File: src/tpioc_params.svh
/*
  Constants of the three-phase instantaneous overcurrent block: register byte offsets,
  field widths, reset values and setting limits.
  Assumes it is included by its bare name from files that use these macros.
*/
`ifndef TPIOC_PARAMS_SVH
`define TPIOC_PARAMS_SVH

// Register byte offsets on the Avalon-MM slave
`define TPIOC_ADDR_CTRL       5'h00
`define TPIOC_ADDR_START      5'h04
`define TPIOC_ADDR_STATUS     5'h08
`define TPIOC_ADDR_IRQ_STATUS 5'h0C
`define TPIOC_ADDR_IRQ_MASK   5'h10

// Field layout
`define TPIOC_MODE_W          2
`define TPIOC_START_W         12
`define TPIOC_THR_W           13
`define TPIOC_MEAS_W          16
`define TPIOC_EVT_W           4
`define TPIOC_NUM_PHASES      3

// Reset values and setting limits (percent)
`define TPIOC_START_MIN       12'h014
`define TPIOC_START_MAX       12'hBB8
`define TPIOC_START_DEFAULT   12'h0C8
`define TPIOC_MASK_DEFAULT    4'h0

`endif

File: src/tpioc_pkg.sv
/*
  Types shared by the three-phase instantaneous overcurrent block.
  Assumes nothing of its surroundings.
*/
`default_nettype none

package tpioc_pkg;

  // Operation setting: off, peak-value or fundamental-RMS comparison
  typedef enum logic [1:0] {
    tpioc_mode_off,
    tpioc_mode_peak,
    tpioc_mode_fund
  } tpioc_mode_t;

endpackage

`default_nettype wire

File: src/tpioc_phase_cmp.sv
/*
  One phase of the instantaneous decision: selects the measure and compares it
  against the effective threshold.
  Assumes measure and threshold are in the same unit (percent of nominal current).
*/
`timescale 1ns/1ns
`default_nettype none
`include "tpioc_params.svh"

module tpioc_phase_cmp (
  input  wire tpioc_pkg::tpioc_mode_t      mode,
  input  wire logic                        inhibit,
  input  wire logic [`TPIOC_MEAS_W-1:0]    rms_value,
  input  wire logic [`TPIOC_MEAS_W-1:0]    peak_value,
  input  wire logic [`TPIOC_THR_W-1:0]     threshold,
  output logic                             trip
);

  logic [`TPIOC_MEAS_W-1:0] thr_ext;

  // Threshold widened to the measure width
  assign thr_ext = {{(`TPIOC_MEAS_W-`TPIOC_THR_W){1'b0}}, threshold};

  // Strictly-above comparison of the selected measure, no delay added
  always_comb begin
    trip = 1'b0;
    if (!inhibit) begin
      unique case (mode)
        tpioc_pkg::tpioc_mode_off:  trip = 1'b0;
        tpioc_pkg::tpioc_mode_peak: trip = (peak_value > thr_ext);
        tpioc_pkg::tpioc_mode_fund: trip = (rms_value > thr_ext);
        default:                    trip = 1'b0;
      endcase
    end
  end

endmodule

`default_nettype wire

File: src/tpioc_phase_instant_overcurrent.sv
/*
  Three-phase instantaneous overcurrent decision with Avalon-MM register access
  and a sticky, maskable interrupt on trip onsets.
  Assumes phase measures arrive synchronous to clk_sys from the upstream peak and
  Fourier stages, and that the bus master follows Avalon-MM with waitrequest.
*/
`timescale 1ns/1ns
`default_nettype none
`include "tpioc_params.svh"

////////////////////////////////////////////////////////////////////////////////
// How it works
// - Each phase trips as soon as its selected measure exceeds the effective threshold.
// - Operation setting is off, peak-value or fundamental-RMS; it resets to off.
// - Start current is an integer percentage 20 to 3000, step 1, default 200.
// - Trip follows pickup after only the one-cycle inherent operating time.
// - The inhibit input forces all phase and general trips low.
// - The doubling input compares against twice the configured start current.
// - The general trip is derived from the three phase trip signals.
// - Three independent phase trips, each from its own phase only.
// - General trip is the logical OR of the phase trips.
module tpioc_phase_instant_overcurrent (
  input  wire logic                        clk_sys,
  input  wire logic                        rst,
  // Avalon-MM slave
  input  wire logic [4:0]                  avs_address,
  input  wire logic                        avs_read,
  input  wire logic                        avs_write,
  input  wire logic [31:0]                 avs_writedata,
  input  wire logic [3:0]                  avs_byteenable,
  output logic [31:0]                      avs_readdata,
  output logic                             avs_waitrequest,
  // Binary inputs
  input  wire logic                        function_inhibit_in,
  input  wire logic                        threshold_doubling_in,
  // Phase measures
  input  wire logic [`TPIOC_MEAS_W-1:0]    phase_a_fundamental_rms,
  input  wire logic [`TPIOC_MEAS_W-1:0]    phase_b_fundamental_rms,
  input  wire logic [`TPIOC_MEAS_W-1:0]    phase_c_fundamental_rms,
  input  wire logic [`TPIOC_MEAS_W-1:0]    phase_a_peak_value,
  input  wire logic [`TPIOC_MEAS_W-1:0]    phase_b_peak_value,
  input  wire logic [`TPIOC_MEAS_W-1:0]    phase_c_peak_value,
  // Trip outputs
  output logic                             phase_a_trip_out,
  output logic                             phase_b_trip_out,
  output logic                             phase_c_trip_out,
  output logic                             any_phase_trip_out,
  output logic                             irq_out
);

  ////////////////////////////////////////////////////////////////////////////////
  // Declarations

  localparam int NP = `TPIOC_NUM_PHASES;

  tpioc_pkg::tpioc_mode_t           mode_r;
  tpioc_pkg::tpioc_mode_t           mode_nxt;
  logic [`TPIOC_START_W-1:0]        start_r;
  logic [`TPIOC_START_W-1:0]        start_nxt;
  logic [`TPIOC_EVT_W-1:0]          mask_r;
  logic [`TPIOC_EVT_W-1:0]          mask_nxt;
  logic [`TPIOC_EVT_W-1:0]          irq_r;
  logic [`TPIOC_EVT_W-1:0]          irq_nxt;
  logic                             ack_r;
  logic                             ack_nxt;
  logic [31:0]                      rdata_r;
  logic [31:0]                      rdata_nxt;
  logic [NP-1:0]                    trip_r;
  logic [NP-1:0]                    trip_nxt;
  logic                             any_r;
  logic                             any_nxt;
  logic [`TPIOC_EVT_W-1:0]          evt;
  logic [`TPIOC_THR_W-1:0]          threshold;
  logic [`TPIOC_MEAS_W-1:0]         rms_vec  [NP];
  logic [`TPIOC_MEAS_W-1:0]         peak_vec [NP];
  logic                             wr_take;
  logic                             rd_take;
  logic [31:0]                      start_word;
  logic [31:0]                      mask_word;
  logic [31:0]                      ctrl_word;

  ////////////////////////////////////////////////////////////////////////////////
  // Byte-lane merge for partial writes

  function automatic logic [31:0] lane_merge(input logic [31:0] old_v,
                                             input logic [31:0] new_v,
                                             input logic [3:0]  be);
    logic [31:0] res;
    res = old_v;
    for (int i = 0; i < 4; i++) begin
      if (be[i]) begin
        res[i*8 +: 8] = new_v[i*8 +: 8];
      end
    end
    return res;
  endfunction

  ////////////////////////////////////////////////////////////////////////////////
  // Phase decision

  // Effective threshold, doubled on request
  assign threshold = threshold_doubling_in ? {start_r, 1'b0} : {1'b0, start_r};

  // Measures gathered per phase
  assign rms_vec[0]  = phase_a_fundamental_rms;
  assign rms_vec[1]  = phase_b_fundamental_rms;
  assign rms_vec[2]  = phase_c_fundamental_rms;
  assign peak_vec[0] = phase_a_peak_value;
  assign peak_vec[1] = phase_b_peak_value;
  assign peak_vec[2] = phase_c_peak_value;

  // One comparator per phase, each sees only its own measures
  generate
    for (genvar p = 0; p < NP; p++) begin : g_phase
      tpioc_phase_cmp u_cmp (
        .mode       (mode_r),
        .inhibit    (function_inhibit_in),
        .rms_value  (rms_vec[p]),
        .peak_value (peak_vec[p]),
        .threshold  (threshold),
        .trip       (trip_nxt[p])
      );
    end
  endgenerate

  // General trip from the same next values so it never lags a phase
  always_comb begin
    any_nxt = |trip_nxt;
    evt     = {any_nxt & ~any_r, trip_nxt & ~trip_r};
  end

  // Trip registers: the one-cycle inherent operating time
  always_ff @(posedge clk_sys or posedge rst) begin
    if (rst) begin
      trip_r <= '0;
      any_r  <= 1'b0;
    end else begin
      trip_r <= trip_nxt;
      any_r  <= any_nxt;
    end
  end

  assign phase_a_trip_out   = trip_r[0];
  assign phase_b_trip_out   = trip_r[1];
  assign phase_c_trip_out   = trip_r[2];
  assign any_phase_trip_out = any_r;

  ////////////////////////////////////////////////////////////////////////////////
  // Avalon-MM handshake

  // Every access waits one cycle, then completes
  assign wr_take         = avs_write & ack_r;
  assign rd_take         = avs_read & ack_r;
  assign avs_waitrequest = (avs_read | avs_write) & ~ack_r;
  assign avs_readdata    = rdata_r;

  // Current register contents as bus words
  assign ctrl_word  = {30'h0000_0000, mode_r};
  assign start_word = {20'h0_0000, start_r};
  assign mask_word  = {28'h000_0000, mask_r};

  // Acknowledge and read data capture
  always_comb begin
    ack_nxt   = (avs_read | avs_write) & ~ack_r;
    rdata_nxt = rdata_r;
    if (avs_read && !ack_r) begin
      unique case (avs_address)
        `TPIOC_ADDR_CTRL:       rdata_nxt = ctrl_word;
        `TPIOC_ADDR_START:      rdata_nxt = start_word;
        `TPIOC_ADDR_STATUS:     rdata_nxt = {28'h000_0000, any_r, trip_r};
        `TPIOC_ADDR_IRQ_STATUS: rdata_nxt = {28'h000_0000, irq_r};
        `TPIOC_ADDR_IRQ_MASK:   rdata_nxt = mask_word;
        default:                rdata_nxt = 32'h0000_0000;
      endcase
    end
  end

  always_ff @(posedge clk_sys or posedge rst) begin
    if (rst) begin
      ack_r   <= 1'b0;
      rdata_r <= 32'h0000_0000;
    end else begin
      ack_r   <= ack_nxt;
      rdata_r <= rdata_nxt;
    end
  end

  ////////////////////////////////////////////////////////////////////////////////
  // Register file

  // Writes take effect on the completing edge; start current is clamped
  always_comb begin
    logic [31:0] merged;
    logic [1:0]  mode_code;
    merged    = 32'h0000_0000;
    mode_code = 2'h0;
    mode_nxt  = mode_r;
    start_nxt = start_r;
    mask_nxt  = mask_r;
    if (wr_take) begin
      unique case (avs_address)
        `TPIOC_ADDR_CTRL: begin
          merged    = lane_merge(ctrl_word, avs_writedata, avs_byteenable);
          mode_code = merged[1:0];
          if (mode_code == 2'h3) begin
            mode_nxt = tpioc_pkg::tpioc_mode_off;
          end else begin
            mode_nxt = tpioc_pkg::tpioc_mode_t'(mode_code);
          end
        end
        `TPIOC_ADDR_START: begin
          merged = lane_merge(start_word, avs_writedata, avs_byteenable);
          if (merged[31:`TPIOC_START_W] != 20'h0_0000) begin
            start_nxt = `TPIOC_START_MAX;
          end else if (merged[`TPIOC_START_W-1:0] < `TPIOC_START_MIN) begin
            start_nxt = `TPIOC_START_MIN;
          end else if (merged[`TPIOC_START_W-1:0] > `TPIOC_START_MAX) begin
            start_nxt = `TPIOC_START_MAX;
          end else begin
            start_nxt = merged[`TPIOC_START_W-1:0];
          end
        end
        `TPIOC_ADDR_IRQ_MASK: begin
          merged   = lane_merge(mask_word, avs_writedata, avs_byteenable);
          mask_nxt = merged[`TPIOC_EVT_W-1:0];
        end
        default: begin
          merged = 32'h0000_0000;
        end
      endcase
    end
  end

  always_ff @(posedge clk_sys or posedge rst) begin
    if (rst) begin
      mode_r  <= tpioc_pkg::tpioc_mode_off;
      start_r <= `TPIOC_START_DEFAULT;
      mask_r  <= `TPIOC_MASK_DEFAULT;
    end else begin
      mode_r  <= mode_nxt;
      start_r <= start_nxt;
      mask_r  <= mask_nxt;
    end
  end

  ////////////////////////////////////////////////////////////////////////////////
  // Interrupts

  // Sticky trip onsets; a read clears, a new onset in that cycle survives
  always_comb begin
    irq_nxt = irq_r;
    if (rd_take && (avs_address == `TPIOC_ADDR_IRQ_STATUS)) begin
      irq_nxt = '0;
    end
    irq_nxt = irq_nxt | evt;
  end

  always_ff @(posedge clk_sys or posedge rst) begin
    if (rst) begin
      irq_r <= '0;
    end else begin
      irq_r <= irq_nxt;
    end
  end

  // Level interrupt while any unmasked onset is pending
  assign irq_out = |(irq_r & mask_r);

endmodule

`default_nettype wire

File: config.mk
export PLATFORM = sky130hd
export DESIGN_NAME = tpioc_phase_instant_overcurrent
export DESIGN_NICKNAME = d
export VERILOG_FILES = /design/src/tpioc_pkg.sv /design/src/tpioc_phase_cmp.sv /design/src/tpioc_phase_instant_overcurrent.sv
export VERILOG_INCLUDE_DIRS = /design/src
export SDC_FILE = /design/constraint.sdc
export NUM_CORES = 1
export LEC_CHECK = 0
export ABC_AREA = 1
export BUFFER_PORTS_ARGS = -buffer_cell sky130_fd_sc_hd__buf_2
export CAP_MARGIN = 20
export CELL_PAD_IN_SITES_DETAIL_PLACEMENT = 0
export CELL_PAD_IN_SITES_GLOBAL_PLACEMENT = 1
export CORE_MARGIN = 5
export CORE_UTILIZATION = 31
export DETAILED_ROUTE_END_ITERATION = 12
export GPL_TIMING_DRIVEN = 0
export PLACE_DENSITY = 0.79
export SLEW_MARGIN = 15
export SYNTH_ARGS = -nofsm -noshare
export SYNTH_HDL_FRONTEND = slang
export SYNTH_HIERARCHICAL = 1
export SYNTH_SLANG_ARGS = --single-unit
File: constraint.sdc
create_clock -name clk_sys -period 2.06 [get_ports clk_sys]
set_input_delay 0.206 -clock clk_sys [delete_from_list [all_inputs] [get_ports clk_sys]]
set_output_delay 0.206 -clock clk_sys [all_outputs]
set_load 0.02 [all_outputs]
==> run summary <==
CTS H-tree lvls: 2
RePlAce Congestion: 0.815
leakage power: 0.00367 uW
Buf/Inv on CP: 3
Async SR Flop Fraction: 1.00
Hold Path Cell Cnt: 2
CP endpoint kind: register
mean post-synth cell area: 6.75 um^2
row cnt: 45
Worst Tran Pin Value: 0.634 ns
CTS tree: yes
die width: 134 um
flip-flop and latch count after synthesis: 39
number of nets in the layout: 1133
synth cell count leaders: nand2_1 (213), inv_1 (127), ha_1 (84)
fin crit share: 1.10
GRT Total Usage: 0.159
Syn Std Cell Area: 4800 um^2
hold crit path type: input pin to register
Critical Path Slowest Stage Cell: dfstp_2
Critical Path Fanout Max: 3
HPWL after detailed placement: 12600 um
cell with the most instances after synthesis: nand2_1
clk sinks: 39
Seq/Total Area, Yosys: 0.204
final WL: 14500 um
largest net degree at the start of global routing: 26
Inserted Clock Buffers: 5
routed via count: 4896
failing checks: negative setup slack
total power: 3260 uW
Synthesis Warnings: 6
final hold vios: 0
vias in the first global route: 4835
area grow syn2layout: 35.8%
fin. max-slew vios: 0
placed cell area: 5930 um^2
die height: 134 um
core outline area: 15200 um^2
worst setup path class: register to register
DRT Pass-1 Iters: 5
Min Hold Slack: 0.170 ns
PD cells: 501 nW/um^2
root buffer cell: clkbuf_16
ANT nets after route: 0
Skew-Pair Late Insertion Delay: 0.29 ns
cell taking the most area after synthesis: ha_1
Max Fclk: 0.441 GHz
worst vdd ir: 0.294 mV
vias per cell: 4.47
max incr delay on CP: 0.55 ns
min cycle time layout: 2.27 ns
relative slew slack: 0.577
pre-CTS WS: -0.750 ns
first-pass GRT wire length: 23300 um
mean routed wirelength per cell: 13.3 um
Levels on crit path: 16
most used cell, CP: nand2_2
CP top delay family: compound AO/OA/AOI/OAI gates
Boundary Pins: 181
status: finished, violations left
final cell area excluding filler cells: 6510 um^2
Post-Syn Instances: 711
Worst Reg-to-Reg Cells: 16
post-synth cell types: 45
critical path, cell by cell: inv_2 -> o21ai_4 -> inv_2 -> ha_4 -> nand2_2 -> inv_2 -> nand2_2 -> nand2_2 -> nand2_2 -> nand2_2 -> nand2_2 -> nand2_2 -> nand2_2 -> a21oi_4 -> nor3_4 -> o22ai_1
top cell type's share of synthesized area: 0.219
most common flop cell mapped by yosys: dfrtp_1
unrepaired setup endpoints after global routing: true
DRC: 0
die area: 18100 um^2
grt ovf: 0
CP arrival: 2.47 ns
FILL cells: 1646
fin util: 0.428
final setup violation count: 5
CTS Buffer Depth: 2
Critical Path RT: 2.27 ns
worst clock skew: 0.00761 ns
largest cells by area after synthesis: ha_1 (22%), dfrtp_1 (19%), nand2_1 (17%), inv_1 (9.9%), nor2_1 (3.4%)
setup ws final: -0.207 ns
initial antenna violation count: 0
Post-synth EDFFs: 0
number of max-cap violations: 0
type of origin of the critical path: register
initial core utilization: 0.315
clk slew on worst S/H paths: 0.06 ns
DR iter-0 viols: 189
Port Buffer Count: 160
layout cell share with drive strength beyond 1: 0.353
layer usage:
metal / GRT usage / vias to the layer above / part of all wire / routed length (um)
met1: 0.217 / 2136 / 0.47 / 6770
met2: 0.271 / 114 / 0.48 / 6910
met4: 0.0249 / 0 / 0.0080 / 116
met3: 0.0270 / 10 / 0.050 / 723
li1: - / 2636 / - / -
met5: 0 / - / 0 / 0
through the flow:
stage | TNS, ns | std cells
3_3_place_gp | -4.50 | 1078
5_1_grt | -1.89 | 1095
4_1_cts | -1.12 | 1091
3_5_place_dp | -4.58 | 1079
2_1_floorplan | 0 | 730
6_report | -0.809 | 1096
power by group:
| group | switching (uW) | internal [uW] | total, uW |
|---|---|---|---|
| Sequential | 79.6 | 843 | 923 |
| Combinational | 845 | 590 | 1430 |
| Clock | 333 | 571 | 904 |
cells in the final DEF, fill, tap and decap left out, types with 18 or more instances in the layout:
cell type | Yosys | routed
ha_1 | 84 | 77
nand2_2 | 3 | 31
dfrtp_1 | 36 | 36
a21oi_1 | 32 | 28
inv_1 | 127 | 107
nand2_1 | 213 | 185
buf_2 | 1 | 161
buf_4 | 20 | 27
nand3_1 | 21 | 18
nor2_1 | 44 | 43
conb_1 | 1 | 20
inv_2 | 3 | 23
worst paths after layout:
check	from	end	slack (ns)
min	avs_writedata[1]	mask_r[1]$_DFFE_PP0P_	0.17
max in group asynchronous	rst	start_r[3]$_DFFE_PP1P_	1.10
max reg2reg	start_r[3]$_DFFE_PP1P_	irq_r[3]$_DFF_PP0_	-0.21
min in group asynchronous	rst	mode_r[1]$_DFFE_PP0P_	0.43
min reg2reg	avs_readdata[1]$_DFFE_PP0P_	avs_readdata[1]$_DFFE_PP0P_	0.47
max	start_r[3]$_DFFE_PP1P_	irq_r[3]$_DFF_PP0_	-0.21
area by class of cell:
type | instances | area (um^2) | share of cell area
clock buffer | 5 | 125 | 0.0192
tap | 188 | 235 | 0.0361
inverter | 130 | 488 | 0.0749
sequential | 39 | 980 | 0.150
multi-input combinational | 534 | 3550 | 0.546
clock inverter | 3 | 43.8 | 0.00673
antenna | 1 | 2.50 | 0.000384
buffer | 27 | 200 | 0.0307
timing repair buffer | 169 | 883 | 0.136
state kept, by name, summed over array words and instances (netlist names):
signal,count
trip_r,3
mode_r,2
any_phase_trip_out,1
start_r,12
avs_readdata,12
irq_r,4
ack_r,1
mask_r,4
cells by family (layout without fill, tap and decap cells):
group                      Yosys count  count (layout)  synth area share
adders and majority gates           84              84             0.219
AOI/OAI and AO/OA                   93              93             0.116
buffers and inverters              157             334             0.142
DFF                                 39              39             0.204
other                                1              21          0.000782
muxes                                3               3           0.00704
and+or+nand+nor                    334             334             0.311
what timing repair did:
action | CTS | global route
hold buffers | 1 | 0
endpoints found under the hold margin | 14 | 0
resized for setup | 63 | 46
buffers inserted | 3 | 4
pin swaps | 34 | 25
setup endpoints to repair | 8 | 8
Power figures use the tool's default switching activity.
